### config.mk
export PLATFORM = sky130hd
export DESIGN_NAME = mbs_motor_brake_sequencer
export DESIGN_NICKNAME = d
export VERILOG_FILES = /design/src/shared/mbs_pkg.sv /design/src/hdl/mbs_motor_brake_sequencer.sv
export SDC_FILE = /design/constraint.sdc
export NUM_CORES = 1
export LEC_CHECK = 0
export ABC_AREA = 1
export BUFFER_PORTS_ARGS = -buffer_cell sky130_fd_sc_hd__buf_4
export CORE_ASPECT_RATIO = 1.4
export CORE_MARGIN = 3
export CORE_UTILIZATION = 60
export DETAILED_ROUTE_END_ITERATION = 7
export PLACE_DENSITY = 0.79
export SETUP_SLACK_MARGIN = 0.4
export SLEW_MARGIN = 20
export SYNTH_ARGS = -nofsm -noshare
export SYNTH_HDL_FRONTEND = slang
export SYNTH_SLANG_ARGS = --single-unit
### constraint.sdc
create_clock -name clk -period 2.4 [get_ports clk]
set_input_delay 0.36 -clock clk [delete_from_list [all_inputs] [get_ports clk]]
set_output_delay 0.36 -clock clk [all_outputs]
set_load 0.1 [all_outputs]
### src/shared/mbs_pkg.sv
`default_nettype none
package mbs_pkg;
   // clocking and sequence timer base
   localparam int unsigned CLK_PERIOD_NS = 10;
   localparam int unsigned TICK_MS       = 10;
   localparam int unsigned TICK_CYCLES   = TICK_MS * 1000000 / CLK_PERIOD_NS;
   localparam int unsigned PRE_W         = 20;
   localparam int unsigned DELAY_MAX_S   = 5;
   // bus and datapath widths
   localparam int unsigned DW     = 16;
   localparam int unsigned AW     = 6;
   localparam int unsigned FW     = 8;
   localparam int unsigned N_DIN  = 8;
   localparam int unsigned N_DOUT = 5;
   // setting limits: delays in 10 ms ticks, frequency in 0.1 Hz
   localparam logic [DW-1:0] DELAY_MAX_TICKS = DW'(DELAY_MAX_S * 1000 / TICK_MS);
   localparam logic [DW-1:0] FREQ_MAX        = 16'h0fa0;
   localparam logic [DW-1:0] FREQ_ZERO       = 16'h0000;
   localparam logic [DW-1:0] RATED_CURRENT   = 16'h0064;
   localparam logic [DW-1:0] DELAY_RST       = 16'h0000;
   // register offsets
   localparam logic [AW-1:0] A_CTRL     = 6'h00;
   localparam logic [AW-1:0] A_REL_DLY  = 6'h01;
   localparam logic [AW-1:0] A_ACC_DLY  = 6'h02;
   localparam logic [AW-1:0] A_STOP_DLY = 6'h03;
   localparam logic [AW-1:0] A_CONF_TO  = 6'h04;
   localparam logic [AW-1:0] A_BFREQ    = 6'h05;
   localparam logic [AW-1:0] A_CUR_MIN  = 6'h06;
   localparam logic [AW-1:0] A_SETPT    = 6'h07;
   localparam logic [AW-1:0] A_STATUS   = 6'h08;
   localparam logic [AW-1:0] A_IN_FN    = 6'h10;
   localparam logic [AW-1:0] A_OUT_FN   = 6'h18;
   // codes
   localparam logic [FW-1:0] CTRL_OFF     = 8'h00;
   localparam logic [FW-1:0] CTRL_ON      = 8'h01;
   localparam logic [FW-1:0] FN_NONE      = 8'h00;
   localparam logic [FW-1:0] FN_CONFIRM   = 8'h2c;
   localparam logic [FW-1:0] FN_RELEASE   = 8'h13;
   localparam logic [FW-1:0] FN_FAULT     = 8'h14;
   localparam logic [FW-1:0] CODE_NONE    = 8'h00;
   localparam logic [FW-1:0] CODE_RELEASE = 8'h20;
   localparam logic [FW-1:0] CODE_APPLY   = 8'h24;
   // status register fields
   localparam int unsigned ST_REL_BIT   = 0;
   localparam int unsigned ST_FLT_BIT   = 1;
   localparam int unsigned ST_CONF_BIT  = 2;
   localparam int unsigned ST_STATE_LSB = 4;
   localparam int unsigned ST_CODE_LSB  = 8;
   localparam int unsigned CLR_BIT      = 0;
   typedef enum logic [3:0] {
      MBS_IDLE, MBS_PLAIN, MBS_ACC_BRK, MBS_REL_WAIT, MBS_CONF_REL, MBS_ACC_WAIT,
      MBS_RUN, MBS_DEC_BRK, MBS_CONF_APPLY, MBS_STOP_WAIT, MBS_DEC_ZERO, MBS_FAULT
   } mbs_state_t;
endpackage
`default_nettype wire

### src/hdl/mbs_motor_brake_sequencer.sv
// The plain strobed port and the register addresses were chosen for this implementation.
`timescale 1ns/1ns
`default_nettype none
module mbs_motor_brake_sequencer #(
   parameter int unsigned TICK_CYCLES = mbs_pkg::TICK_CYCLES
) (
   input  wire logic                       clk,
   input  wire logic                       rst_n,
   input  wire logic [mbs_pkg::AW-1:0]     reg_addr,
   input  wire logic [mbs_pkg::DW-1:0]     reg_wdata,
   input  wire logic                       reg_wr,
   input  wire logic                       reg_rd,
   output logic      [mbs_pkg::DW-1:0]     reg_rdata,
   input  wire logic                       run_cmd,
   input  wire logic [mbs_pkg::DW-1:0]     out_freq_in,
   input  wire logic [mbs_pkg::DW-1:0]     motor_current_in,
   input  wire logic [mbs_pkg::N_DIN-1:0]  din,
   output logic      [mbs_pkg::N_DOUT-1:0] dout,
   output logic      [mbs_pkg::DW-1:0]     freq_target_out,
   output logic                            brake_release_out,
   output logic                            brake_fault_out,
   output logic      [mbs_pkg::FW-1:0]     fault_code_out
);
   localparam int unsigned DW = mbs_pkg::DW;
   localparam int unsigned FW = mbs_pkg::FW;
   localparam logic [mbs_pkg::PRE_W-1:0] TICK_LAST = mbs_pkg::PRE_W'(TICK_CYCLES - 1);

   logic [FW-1:0]         ctrl_ff;
   logic [DW-1:0]         rel_dly_ff;
   logic [DW-1:0]         acc_dly_ff;
   logic [DW-1:0]         stop_dly_ff;
   logic [DW-1:0]         conf_to_ff;
   logic [DW-1:0]         bfreq_ff;
   logic [DW-1:0]         cur_min_ff;
   logic [DW-1:0]         setpt_ff;
   logic [FW-1:0]         in_fn_ff  [mbs_pkg::N_DIN];
   logic [FW-1:0]         out_fn_ff [mbs_pkg::N_DOUT];
   logic [mbs_pkg::N_DIN-1:0] conf_hit;
   logic                  confirm;
   logic                  enabled;
   logic                  fault_clr;
   logic [mbs_pkg::PRE_W-1:0] pre_ff;
   logic                  tick;
   logic [DW-1:0]         tmr_ff;
   logic                  expired;
   mbs_pkg::mbs_state_t   state_ff;
   logic [DW-1:0]         target_ff;
   logic                  release_ff;
   logic                  fault_ff;
   logic [FW-1:0]         code_ff;
   logic [mbs_pkg::N_DOUT-1:0] dout_ff;
   logic [DW-1:0]         rdata_ff;
   logic [DW-1:0]         nxt_rdata;

   // settings above their range are clamped to the top value on write
   function automatic logic [DW-1:0] clamp(input logic [DW-1:0] v, input logic [DW-1:0] m);
      return (v > m) ? m : v;
   endfunction

   function automatic logic wr_at(input logic [mbs_pkg::AW-1:0] a);
      return reg_wr && (reg_addr == a);
   endfunction

   assign enabled   = (ctrl_ff == mbs_pkg::CTRL_ON);
   assign fault_clr = wr_at(mbs_pkg::A_STATUS) && reg_wdata[mbs_pkg::CLR_BIT];

   // scalar settings; delays hold 10 ms ticks, so 500 means 5 s
   always_ff @(posedge clk or negedge rst_n) begin
      if (!rst_n) begin
         ctrl_ff     <= mbs_pkg::CTRL_OFF;
         rel_dly_ff  <= mbs_pkg::DELAY_RST;
         acc_dly_ff  <= mbs_pkg::DELAY_RST;
         stop_dly_ff <= mbs_pkg::DELAY_RST;
         conf_to_ff  <= mbs_pkg::DELAY_RST;
         bfreq_ff    <= mbs_pkg::FREQ_ZERO;
         cur_min_ff  <= mbs_pkg::RATED_CURRENT;
         setpt_ff    <= mbs_pkg::FREQ_ZERO;
      end else begin
         if (wr_at(mbs_pkg::A_CTRL)) begin
            ctrl_ff <= reg_wdata[FW-1:0];
         end
         if (wr_at(mbs_pkg::A_REL_DLY)) begin
            rel_dly_ff <= clamp(reg_wdata, mbs_pkg::DELAY_MAX_TICKS);
         end
         if (wr_at(mbs_pkg::A_ACC_DLY)) begin
            acc_dly_ff <= clamp(reg_wdata, mbs_pkg::DELAY_MAX_TICKS);
         end
         if (wr_at(mbs_pkg::A_STOP_DLY)) begin
            stop_dly_ff <= clamp(reg_wdata, mbs_pkg::DELAY_MAX_TICKS);
         end
         if (wr_at(mbs_pkg::A_CONF_TO)) begin
            conf_to_ff <= clamp(reg_wdata, mbs_pkg::DELAY_MAX_TICKS);
         end
         if (wr_at(mbs_pkg::A_BFREQ)) begin
            bfreq_ff <= clamp(reg_wdata, mbs_pkg::FREQ_MAX);
         end
         if (wr_at(mbs_pkg::A_CUR_MIN)) begin
            cur_min_ff <= clamp(reg_wdata, mbs_pkg::RATED_CURRENT << 1);
         end
         if (wr_at(mbs_pkg::A_SETPT)) begin
            setpt_ff <= clamp(reg_wdata, mbs_pkg::FREQ_MAX);
         end
      end
   end

   // input function selectors; several inputs set to confirm are or-ed
   genvar gi;
   generate
      for (gi = 0; gi < mbs_pkg::N_DIN; gi++) begin : g_din
         always_ff @(posedge clk or negedge rst_n) begin
            if (!rst_n) begin
               in_fn_ff[gi] <= mbs_pkg::FN_NONE;
            end else if (wr_at(mbs_pkg::A_IN_FN + mbs_pkg::AW'(gi))) begin
               in_fn_ff[gi] <= reg_wdata[FW-1:0];
            end
         end
         assign conf_hit[gi] = din[gi] && (in_fn_ff[gi] == mbs_pkg::FN_CONFIRM);
      end
   endgenerate
   assign confirm = |conf_hit;

   // output function selectors and the routed output pins
   generate
      for (gi = 0; gi < mbs_pkg::N_DOUT; gi++) begin : g_dout
         always_ff @(posedge clk or negedge rst_n) begin
            if (!rst_n) begin
               out_fn_ff[gi] <= mbs_pkg::FN_NONE;
               dout_ff[gi]   <= 1'b0;
            end else begin
               if (wr_at(mbs_pkg::A_OUT_FN + mbs_pkg::AW'(gi))) begin
                  out_fn_ff[gi] <= reg_wdata[FW-1:0];
               end
               dout_ff[gi] <= ((out_fn_ff[gi] == mbs_pkg::FN_RELEASE) && release_ff)
                           || ((out_fn_ff[gi] == mbs_pkg::FN_FAULT) && fault_ff);
            end
         end
      end
   endgenerate

   assign tick    = (pre_ff == TICK_LAST);
   assign expired = (tmr_ff == mbs_pkg::DELAY_RST);

   // brake sequence with its delay timer; a load restarts the prescaler so
   // a delay of n ticks lasts exactly n * 10 ms, and zero expires at once
   always_ff @(posedge clk or negedge rst_n) begin
      if (!rst_n) begin
         state_ff   <= mbs_pkg::MBS_IDLE;
         target_ff  <= mbs_pkg::FREQ_ZERO;
         release_ff <= 1'b0;
         fault_ff   <= 1'b0;
         code_ff    <= mbs_pkg::CODE_NONE;
         pre_ff     <= '0;
         tmr_ff     <= mbs_pkg::DELAY_RST;
      end else begin
         pre_ff <= tick ? '0 : pre_ff + 1'b1;
         if (tick && !expired) begin
            tmr_ff <= tmr_ff - 1'b1;
         end
         case (state_ff)
            mbs_pkg::MBS_IDLE: begin
               release_ff <= 1'b0;
               target_ff  <= mbs_pkg::FREQ_ZERO;
               if (run_cmd && enabled) begin
                  target_ff <= bfreq_ff;
                  state_ff  <= mbs_pkg::MBS_ACC_BRK;
               end else if (run_cmd) begin
                  state_ff <= mbs_pkg::MBS_PLAIN;
               end
            end
            mbs_pkg::MBS_PLAIN: begin
               target_ff <= run_cmd ? setpt_ff : mbs_pkg::FREQ_ZERO;
               if (!run_cmd) begin
                  state_ff <= mbs_pkg::MBS_IDLE;
               end
            end
            mbs_pkg::MBS_ACC_BRK: begin
               if (!run_cmd) begin
                  target_ff <= mbs_pkg::FREQ_ZERO;
                  state_ff  <= mbs_pkg::MBS_DEC_ZERO;
               end else if (out_freq_in == target_ff) begin
                  tmr_ff   <= rel_dly_ff;
                  pre_ff   <= '0;
                  state_ff <= mbs_pkg::MBS_REL_WAIT;
               end
            end
            mbs_pkg::MBS_REL_WAIT: begin
               if (!run_cmd) begin
                  target_ff <= mbs_pkg::FREQ_ZERO;
                  state_ff  <= mbs_pkg::MBS_DEC_ZERO;
               end else if (expired && motor_current_in >= cur_min_ff) begin
                  release_ff <= 1'b1;
                  tmr_ff     <= conf_to_ff;
                  pre_ff     <= '0;
                  state_ff   <= mbs_pkg::MBS_CONF_REL;
               end else if (expired) begin
                  fault_ff  <= 1'b1;
                  code_ff   <= mbs_pkg::CODE_RELEASE;
                  target_ff <= mbs_pkg::FREQ_ZERO;
                  state_ff  <= mbs_pkg::MBS_FAULT;
               end
            end
            mbs_pkg::MBS_CONF_REL: begin
               // a confirm in the expiry cycle still counts as in time
               if (!run_cmd) begin
                  release_ff <= 1'b0;
                  tmr_ff     <= conf_to_ff;
                  pre_ff     <= '0;
                  state_ff   <= mbs_pkg::MBS_CONF_APPLY;
               end else if (confirm) begin
                  tmr_ff   <= acc_dly_ff;
                  pre_ff   <= '0;
                  state_ff <= mbs_pkg::MBS_ACC_WAIT;
               end else if (expired) begin
                  release_ff <= 1'b0;
                  fault_ff   <= 1'b1;
                  code_ff    <= mbs_pkg::CODE_RELEASE;
                  target_ff  <= mbs_pkg::FREQ_ZERO;
                  state_ff   <= mbs_pkg::MBS_FAULT;
               end
            end
            mbs_pkg::MBS_ACC_WAIT: begin
               if (!run_cmd) begin
                  release_ff <= 1'b0;
                  tmr_ff     <= conf_to_ff;
                  pre_ff     <= '0;
                  state_ff   <= mbs_pkg::MBS_CONF_APPLY;
               end else if (expired) begin
                  target_ff <= setpt_ff;
                  state_ff  <= mbs_pkg::MBS_RUN;
               end
            end
            mbs_pkg::MBS_RUN: begin
               target_ff <= setpt_ff;
               if (!run_cmd) begin
                  target_ff <= bfreq_ff;
                  state_ff  <= mbs_pkg::MBS_DEC_BRK;
               end
            end
            mbs_pkg::MBS_DEC_BRK: begin
               if (out_freq_in == target_ff) begin
                  release_ff <= 1'b0;
                  tmr_ff     <= conf_to_ff;
                  pre_ff     <= '0;
                  state_ff   <= mbs_pkg::MBS_CONF_APPLY;
               end
            end
            mbs_pkg::MBS_CONF_APPLY: begin
               // target stays at brake frequency while waiting
               if (!confirm) begin
                  tmr_ff   <= stop_dly_ff;
                  pre_ff   <= '0;
                  state_ff <= mbs_pkg::MBS_STOP_WAIT;
               end else if (expired) begin
                  release_ff <= 1'b0;
                  fault_ff   <= 1'b1;
                  code_ff    <= mbs_pkg::CODE_APPLY;
                  target_ff  <= mbs_pkg::FREQ_ZERO;
                  state_ff   <= mbs_pkg::MBS_FAULT;
               end
            end
            mbs_pkg::MBS_STOP_WAIT: begin
               if (expired) begin
                  target_ff <= mbs_pkg::FREQ_ZERO;
                  state_ff  <= mbs_pkg::MBS_DEC_ZERO;
               end
            end
            mbs_pkg::MBS_DEC_ZERO: begin
               if (out_freq_in == mbs_pkg::FREQ_ZERO) begin
                  state_ff <= mbs_pkg::MBS_IDLE;
               end
            end
            mbs_pkg::MBS_FAULT: begin
               // held until software clears it with the run command gone,
               // so a standing run command cannot restart a faulted drive
               release_ff <= 1'b0;
               target_ff  <= mbs_pkg::FREQ_ZERO;
               if (fault_clr && !run_cmd) begin
                  fault_ff <= 1'b0;
                  code_ff  <= mbs_pkg::CODE_NONE;
                  state_ff <= mbs_pkg::MBS_IDLE;
               end
            end
            default: begin
               state_ff <= mbs_pkg::MBS_IDLE;
            end
         endcase
      end
   end

   // read mux; unmapped offsets read as zero
   always_comb begin
      nxt_rdata = '0;
      case (reg_addr)
         mbs_pkg::A_CTRL:     nxt_rdata = DW'(ctrl_ff);
         mbs_pkg::A_REL_DLY:  nxt_rdata = rel_dly_ff;
         mbs_pkg::A_ACC_DLY:  nxt_rdata = acc_dly_ff;
         mbs_pkg::A_STOP_DLY: nxt_rdata = stop_dly_ff;
         mbs_pkg::A_CONF_TO:  nxt_rdata = conf_to_ff;
         mbs_pkg::A_BFREQ:    nxt_rdata = bfreq_ff;
         mbs_pkg::A_CUR_MIN:  nxt_rdata = cur_min_ff;
         mbs_pkg::A_SETPT:    nxt_rdata = setpt_ff;
         mbs_pkg::A_STATUS: begin
            nxt_rdata[mbs_pkg::ST_REL_BIT]  = release_ff;
            nxt_rdata[mbs_pkg::ST_FLT_BIT]  = fault_ff;
            nxt_rdata[mbs_pkg::ST_CONF_BIT] = confirm;
            nxt_rdata[mbs_pkg::ST_STATE_LSB +: 4] = state_ff;
            nxt_rdata[mbs_pkg::ST_CODE_LSB +: FW] = code_ff;
         end
         default: begin
            for (int i = 0; i < mbs_pkg::N_DIN; i++) begin
               if (reg_addr == mbs_pkg::A_IN_FN + mbs_pkg::AW'(i)) begin
                  nxt_rdata = DW'(in_fn_ff[i]);
               end
            end
            for (int i = 0; i < mbs_pkg::N_DOUT; i++) begin
               if (reg_addr == mbs_pkg::A_OUT_FN + mbs_pkg::AW'(i)) begin
                  nxt_rdata = DW'(out_fn_ff[i]);
               end
            end
         end
      endcase
   end

   // read data stands only in the cycle after the strobe
   always_ff @(posedge clk or negedge rst_n) begin
      if (!rst_n) begin
         rdata_ff <= '0;
      end else begin
         rdata_ff <= reg_rd ? nxt_rdata : '0;
      end
   end

   assign reg_rdata         = rdata_ff;
   assign dout              = dout_ff;
   assign freq_target_out   = target_ff;
   assign brake_release_out = release_ff;
   assign brake_fault_out   = fault_ff;
   assign fault_code_out    = code_ff;
endmodule // mbs_motor_brake_sequencer
`default_nettype wire

==> metrics.md <==
| Metric | Value |
|---|---|
| Util after Layout | `roughly 78%` |
| Clk buf depth | `3` |
| # IOs | `approximately 110` |
| CTS root buffer | `clkbuf_16` |
| N_diodes | `0` |
| Global-route wire length before repair | `slightly above 90,000 um` |
| Endpoint type of the worst setup path | `flip-flop` |
| Drc violations | `0` |
| Max Slew Vio Count | `0` |
| Wire per inst | `around 21 um` |
| Initial antenna violation count | `0` |
| Max cap viols | `0` |
| Crit path time final | `about 2.2 ns` |
| Internal | `about 12 mW` |
| WP data required | `roughly 2.8 ns` |
| Final ANT Viol Nets | `0` |
| Share of layout cells above drive strength 1 | `between 20% and 30%` |
| CTS clk-pin slew, worst paths | `around 0.060 ns` |
| Critical-path maximum fanout | `5` |
| Status | `completed` |
| P&R area growth vs syn | `25.98%` |
| Initial Util | `slightly above 60%` |
| Slew @ Worst Pin | `0.6926 ns` |
| Die outline height | `just over 200 um` |
| Gate power share | `between 30% and 40%` |
| Die width | `147.2 um` |
| Sequential area share after synthesis | `45.61%` |
| Worst-skew pair later-pin latency | `0.59 ns` |
| Clock Sinks | `305` |
| Largest net degree at the start of global routing | `81` |
| Starting DRT DRC Count | `between 1,500 and 2,000` |
| Via density | `just over 6` |
| Synthesized area per cell | `between 7 and 8 um2` |
| Fin crit share | `92.30%` |
| Fin Setup TNS | `0 ns` |
| Largest register by flop count | `in_fn_ff` |
| Mapped Cells | `about 2,200` |
| Family with the most delay on the worst path | `simple AND/OR/NAND/NOR gates` |
| CTS tree | `done` |
| Slew headroom | `a little over half` |
| Clock power frac | `between 20% and 30%` |
| Ys async rst share | `between 90% and 100%` |
| HPWL Detailed | `around 42,000 um` |
| Setup Skew | `0.03007 ns` |
| Synthesis-stage register bit count | `305` |
| Min-Delay Path Class | `input port to flip-flop` |
| First-pass detailed-route iteration total | `7` |
| Vias in the first global route | `17,020` |
| Total track usage | `39.32%` |
| Biggest regs | `in_fn_ff: 64 flops, out_fn_ff: 40 flops, pre_ff: 20 flops` |
| CTS Buf Count | `31` |
| Critical path class | `flip-flop to flip-flop` |
| Switching pwr | `7.588 mW` |
| Nets | `around 2,500` |
| Cell area after synthesis | `roughly 0.017 mm2` |
| Slowest stage delay, CP | `0.42 ns` |
| I/O Buffers | `between 100 and 150` |
| Hold Vio Cnt, Final | `0` |
| Core Region | `between 0.02 and 0.03 mm2` |
| Peak VDD IR | `0.6511 mV` |
| Rows | `71` |
| Routability cong. | `1.014` |
| Synth Flop Type | `dfrtp_1` |
| Pwr dens | `slightly above 900 mW/mm2` |
| Fmax | `around 0.45 GHz` |
| RSZ-0062 raised after global routing | `yes` |
| Flop pwr share | `between 30% and 40%` |
| Number of flip-flops in the largest register | `64` |
| Number of flops mapped to enable cells by yosys | `0` |
| Leakage | `around 11 nW` |
| Final wirelength | `60,850 um` |
| DIE AREA | `between 0.02 and 0.03 mm2` |
| H-tree depth | `1` |
| Grt ovf | `0` |
| Vias after detailed routing | `between 15,000 and 20,000` |
| Distinct cell type count after synthesis | `60` |
| Switch share | `approximately two fifths` |
| YS warnings | `0` |
| Final setup viols | `0` |
| Worst-path cell chain | `inv_2, ha_4, nand2_4, nor2_4, nand3_4, nand3_4, buf_8, nand2_1, nand2_4, inv_2, nand2_1, nand2_2, a21oi_2, nand4_1` |
| WP buf/inv | `3` |
| Worst EP arrival | `roughly 2.6 ns` |
| Slowest CP cell | `dfrtp_1` |
| Setup crit start kind | `flip-flop` |
==> synthesized netlist by cell type (2+ instances only) <==
library cell | instances | area share (%)
a2111oi_0 | 4 | 0.21
a211oi_1 | 2 | 0.090
a21oi_1 | 76 | 2.3
a221oi_1 | 9 | 0.47
a22oi_1 | 4 | 0.18
a31oi_1 | 8 | 0.30
a41oi_1 | 2 | 0.10
and3_1 | 5 | 0.19
buf_2 | 26 | 0.78
buf_4 | 11 | 0.49
buf_6 | 3 | 0.20
clkbuf_1 | 34 | 0.76
clkinv_1 | 3 | 0.067
dfrtp_1 | 302 | 45
dfstp_2 | 3 | 0.47
ha_1 | 18 | 1.3
inv_1 | 284 | 6.4
inv_2 | 16 | 0.36
mux2_2 | 4 | 0.27
nand2_1 | 599 | 13
nand2_2 | 7 | 0.26
nand3_1 | 88 | 2.6
nand3_2 | 7 | 0.42
nand3b_1 | 5 | 0.22
nand4_1 | 41 | 1.5
nor2_1 | 219 | 4.9
nor2_2 | 17 | 0.64
nor2_4 | 7 | 0.47
nor3_1 | 29 | 0.87
nor3_2 | 5 | 0.30
nor3b_1 | 6 | 0.27
nor4_1 | 10 | 0.37
nor4_2 | 2 | 0.15
o2111a_1 | 3 | 0.20
o2111ai_1 | 3 | 0.16
o211ai_1 | 3 | 0.13
o211ai_2 | 2 | 0.15
o21a_1 | 4 | 0.18
o21ai_0 | 215 | 6.4
o21ai_1 | 17 | 0.51
o22ai_1 | 56 | 2.1
o31ai_1 | 4 | 0.18
or2_2 | 16 | 0.60
xnor2_1 | 4 | 0.21
xor2_1 | 31 | 1.6
==> final timing paths <==
path / from / to / slack (ns) / cells after the start
hold reg to reg: ctrl_ff[2]$_DFFE_PN0P_ / ctrl_ff[2]$_DFFE_PN0P_ / 0.49 / 2
min in group asynchronous: rst_n / pre_ff[10]$_DFF_PN0_ / 0.40 / 2
max in group asynchronous: rst_n / out_fn_ff[31]$_DFFE_PN0P_ / 1.18 / 3
setup / recovery: tmr_ff[0]$_DFF_PN0_ / tmr_ff[1]$_DFF_PN0_ / 0.18 / 14
hold / removal: reg_wdata[6] / cur_min_ff[6]$_DFFE_PN1P_ / 0.07 / 3
setup reg to reg: tmr_ff[0]$_DFF_PN0_ / tmr_ff[1]$_DFF_PN0_ / 0.18 / 14
==> stage by stage <==
stage	cell area [um2]	instances	setup WS (ns)	hold slack (ns)	power, mW
floorplan	16840	2234	0.3908	0.06441	10.77
finish	21090	2849	0.1848	0.06888	19.15
detailed placement	18490	2726	-0.1054	0.4011	12.47
global placement	18490	2726	-0.1072	0.3994	12.35
CTS	20550	2828	0.2552	0.04740	18.39
global route	21090	2849	0.09155	0.08105	19.94
==> cell type report <==
cell class	count	area [um2]
repair buffers	265	2271
inverters	304	1175
multi-input cells	1552	8428
well taps	365	456.7
flip-flops and latches	305	7705
clock inverters	6	105.1
repair inverters	3	38.79
fillers	1987	6091
clock buffers	49	913.4
==> what timing repair did <==
action                     CTS  global route
pin swaps                   46            62
hold endpoints to repair    68             0
cloned                       8             0
setup endpoints to repair   60            60
hold buffers                 1             0
resized for setup          154           104
setup buffers               38            21
==> power groups by stage <==
stage               Sequential [mW]  Combinational (mW)  Clock (mW)
floorplan                      7.53                3.24           0
finish                         7.09                7.12        4.94
global route                   7.16                7.64        5.14
global placement               7.03                5.32           0
CTS                            7.00                6.42        4.96
detailed placement             7.04                5.43           0
==> logic make-up (layout without fill, tap and decap cells) <==
group                    count (synthesis)  after routing  synth area share [%]
flip-flops                             305            305                 45.61
AND/OR/NAND/NOR                       1071           1072                 27.87
adder cells (fa/ha/maj)                 18             18                 1.345
other                                    1              6               0.02240
XOR/XNOR                                35             35                 1.831
buffers and inverters                  378            627                 9.064
multiplexers                             4              4                0.2690
AO/OA/AOI/OAI                          417            417                 14.00
==> worst reg2reg max path, stage by stage, from the launching register on <==
cell and delay, ns:
dfrtp_1 0.42, inv_2 0.12, ha_4 0.18, nand2_4 0.07, nor2_4 0.14, nand3_4 0.09, nand3_4 0.12, buf_8 0.14
nand2_1 0.10, nand2_4 0.14, inv_2 0.07, nand2_1 0.07, nand2_2 0.06, a21oi_2 0.15, nand4_1 0.17
==> metal layers <==
metal	part of all wire, %	wire length [um]	vias up	track usage [%]
li1	-	-	7699	-
met1	33	20340	8052	43.95
met2	48	29300	1067	66.63
met3	8.2	4987	396	5.935
met4	10	6224	0	31.61
met5	0	0	-	0
==> cells in the final DEF (no fill, tap or decap), types with 11 or more instances in the layout <==
master	synthesis	final
o21ai_0	215	194
xor2_1	31	31
or2_2	16	16
o21ai_1	17	23
dfrtp_1	302	279
nor2_4	7	18
nand3_2	7	21
nand3_1	88	70
buf_12	0	12
clkbuf_16	0	31
o22ai_1	56	56
a21oi_1	76	66
nand2_2	7	42
nand4_1	41	41
nor3_1	29	24
nand2_4	0	25
inv_1	284	266
nor2_2	17	24
o21ai_2	1	15
inv_2	16	29
nand2_1	599	538
nor2_1	219	201
clkbuf_1	34	11
dfrtp_4	0	16
buf_4	11	238
Power figures use the tool's default switching activity.
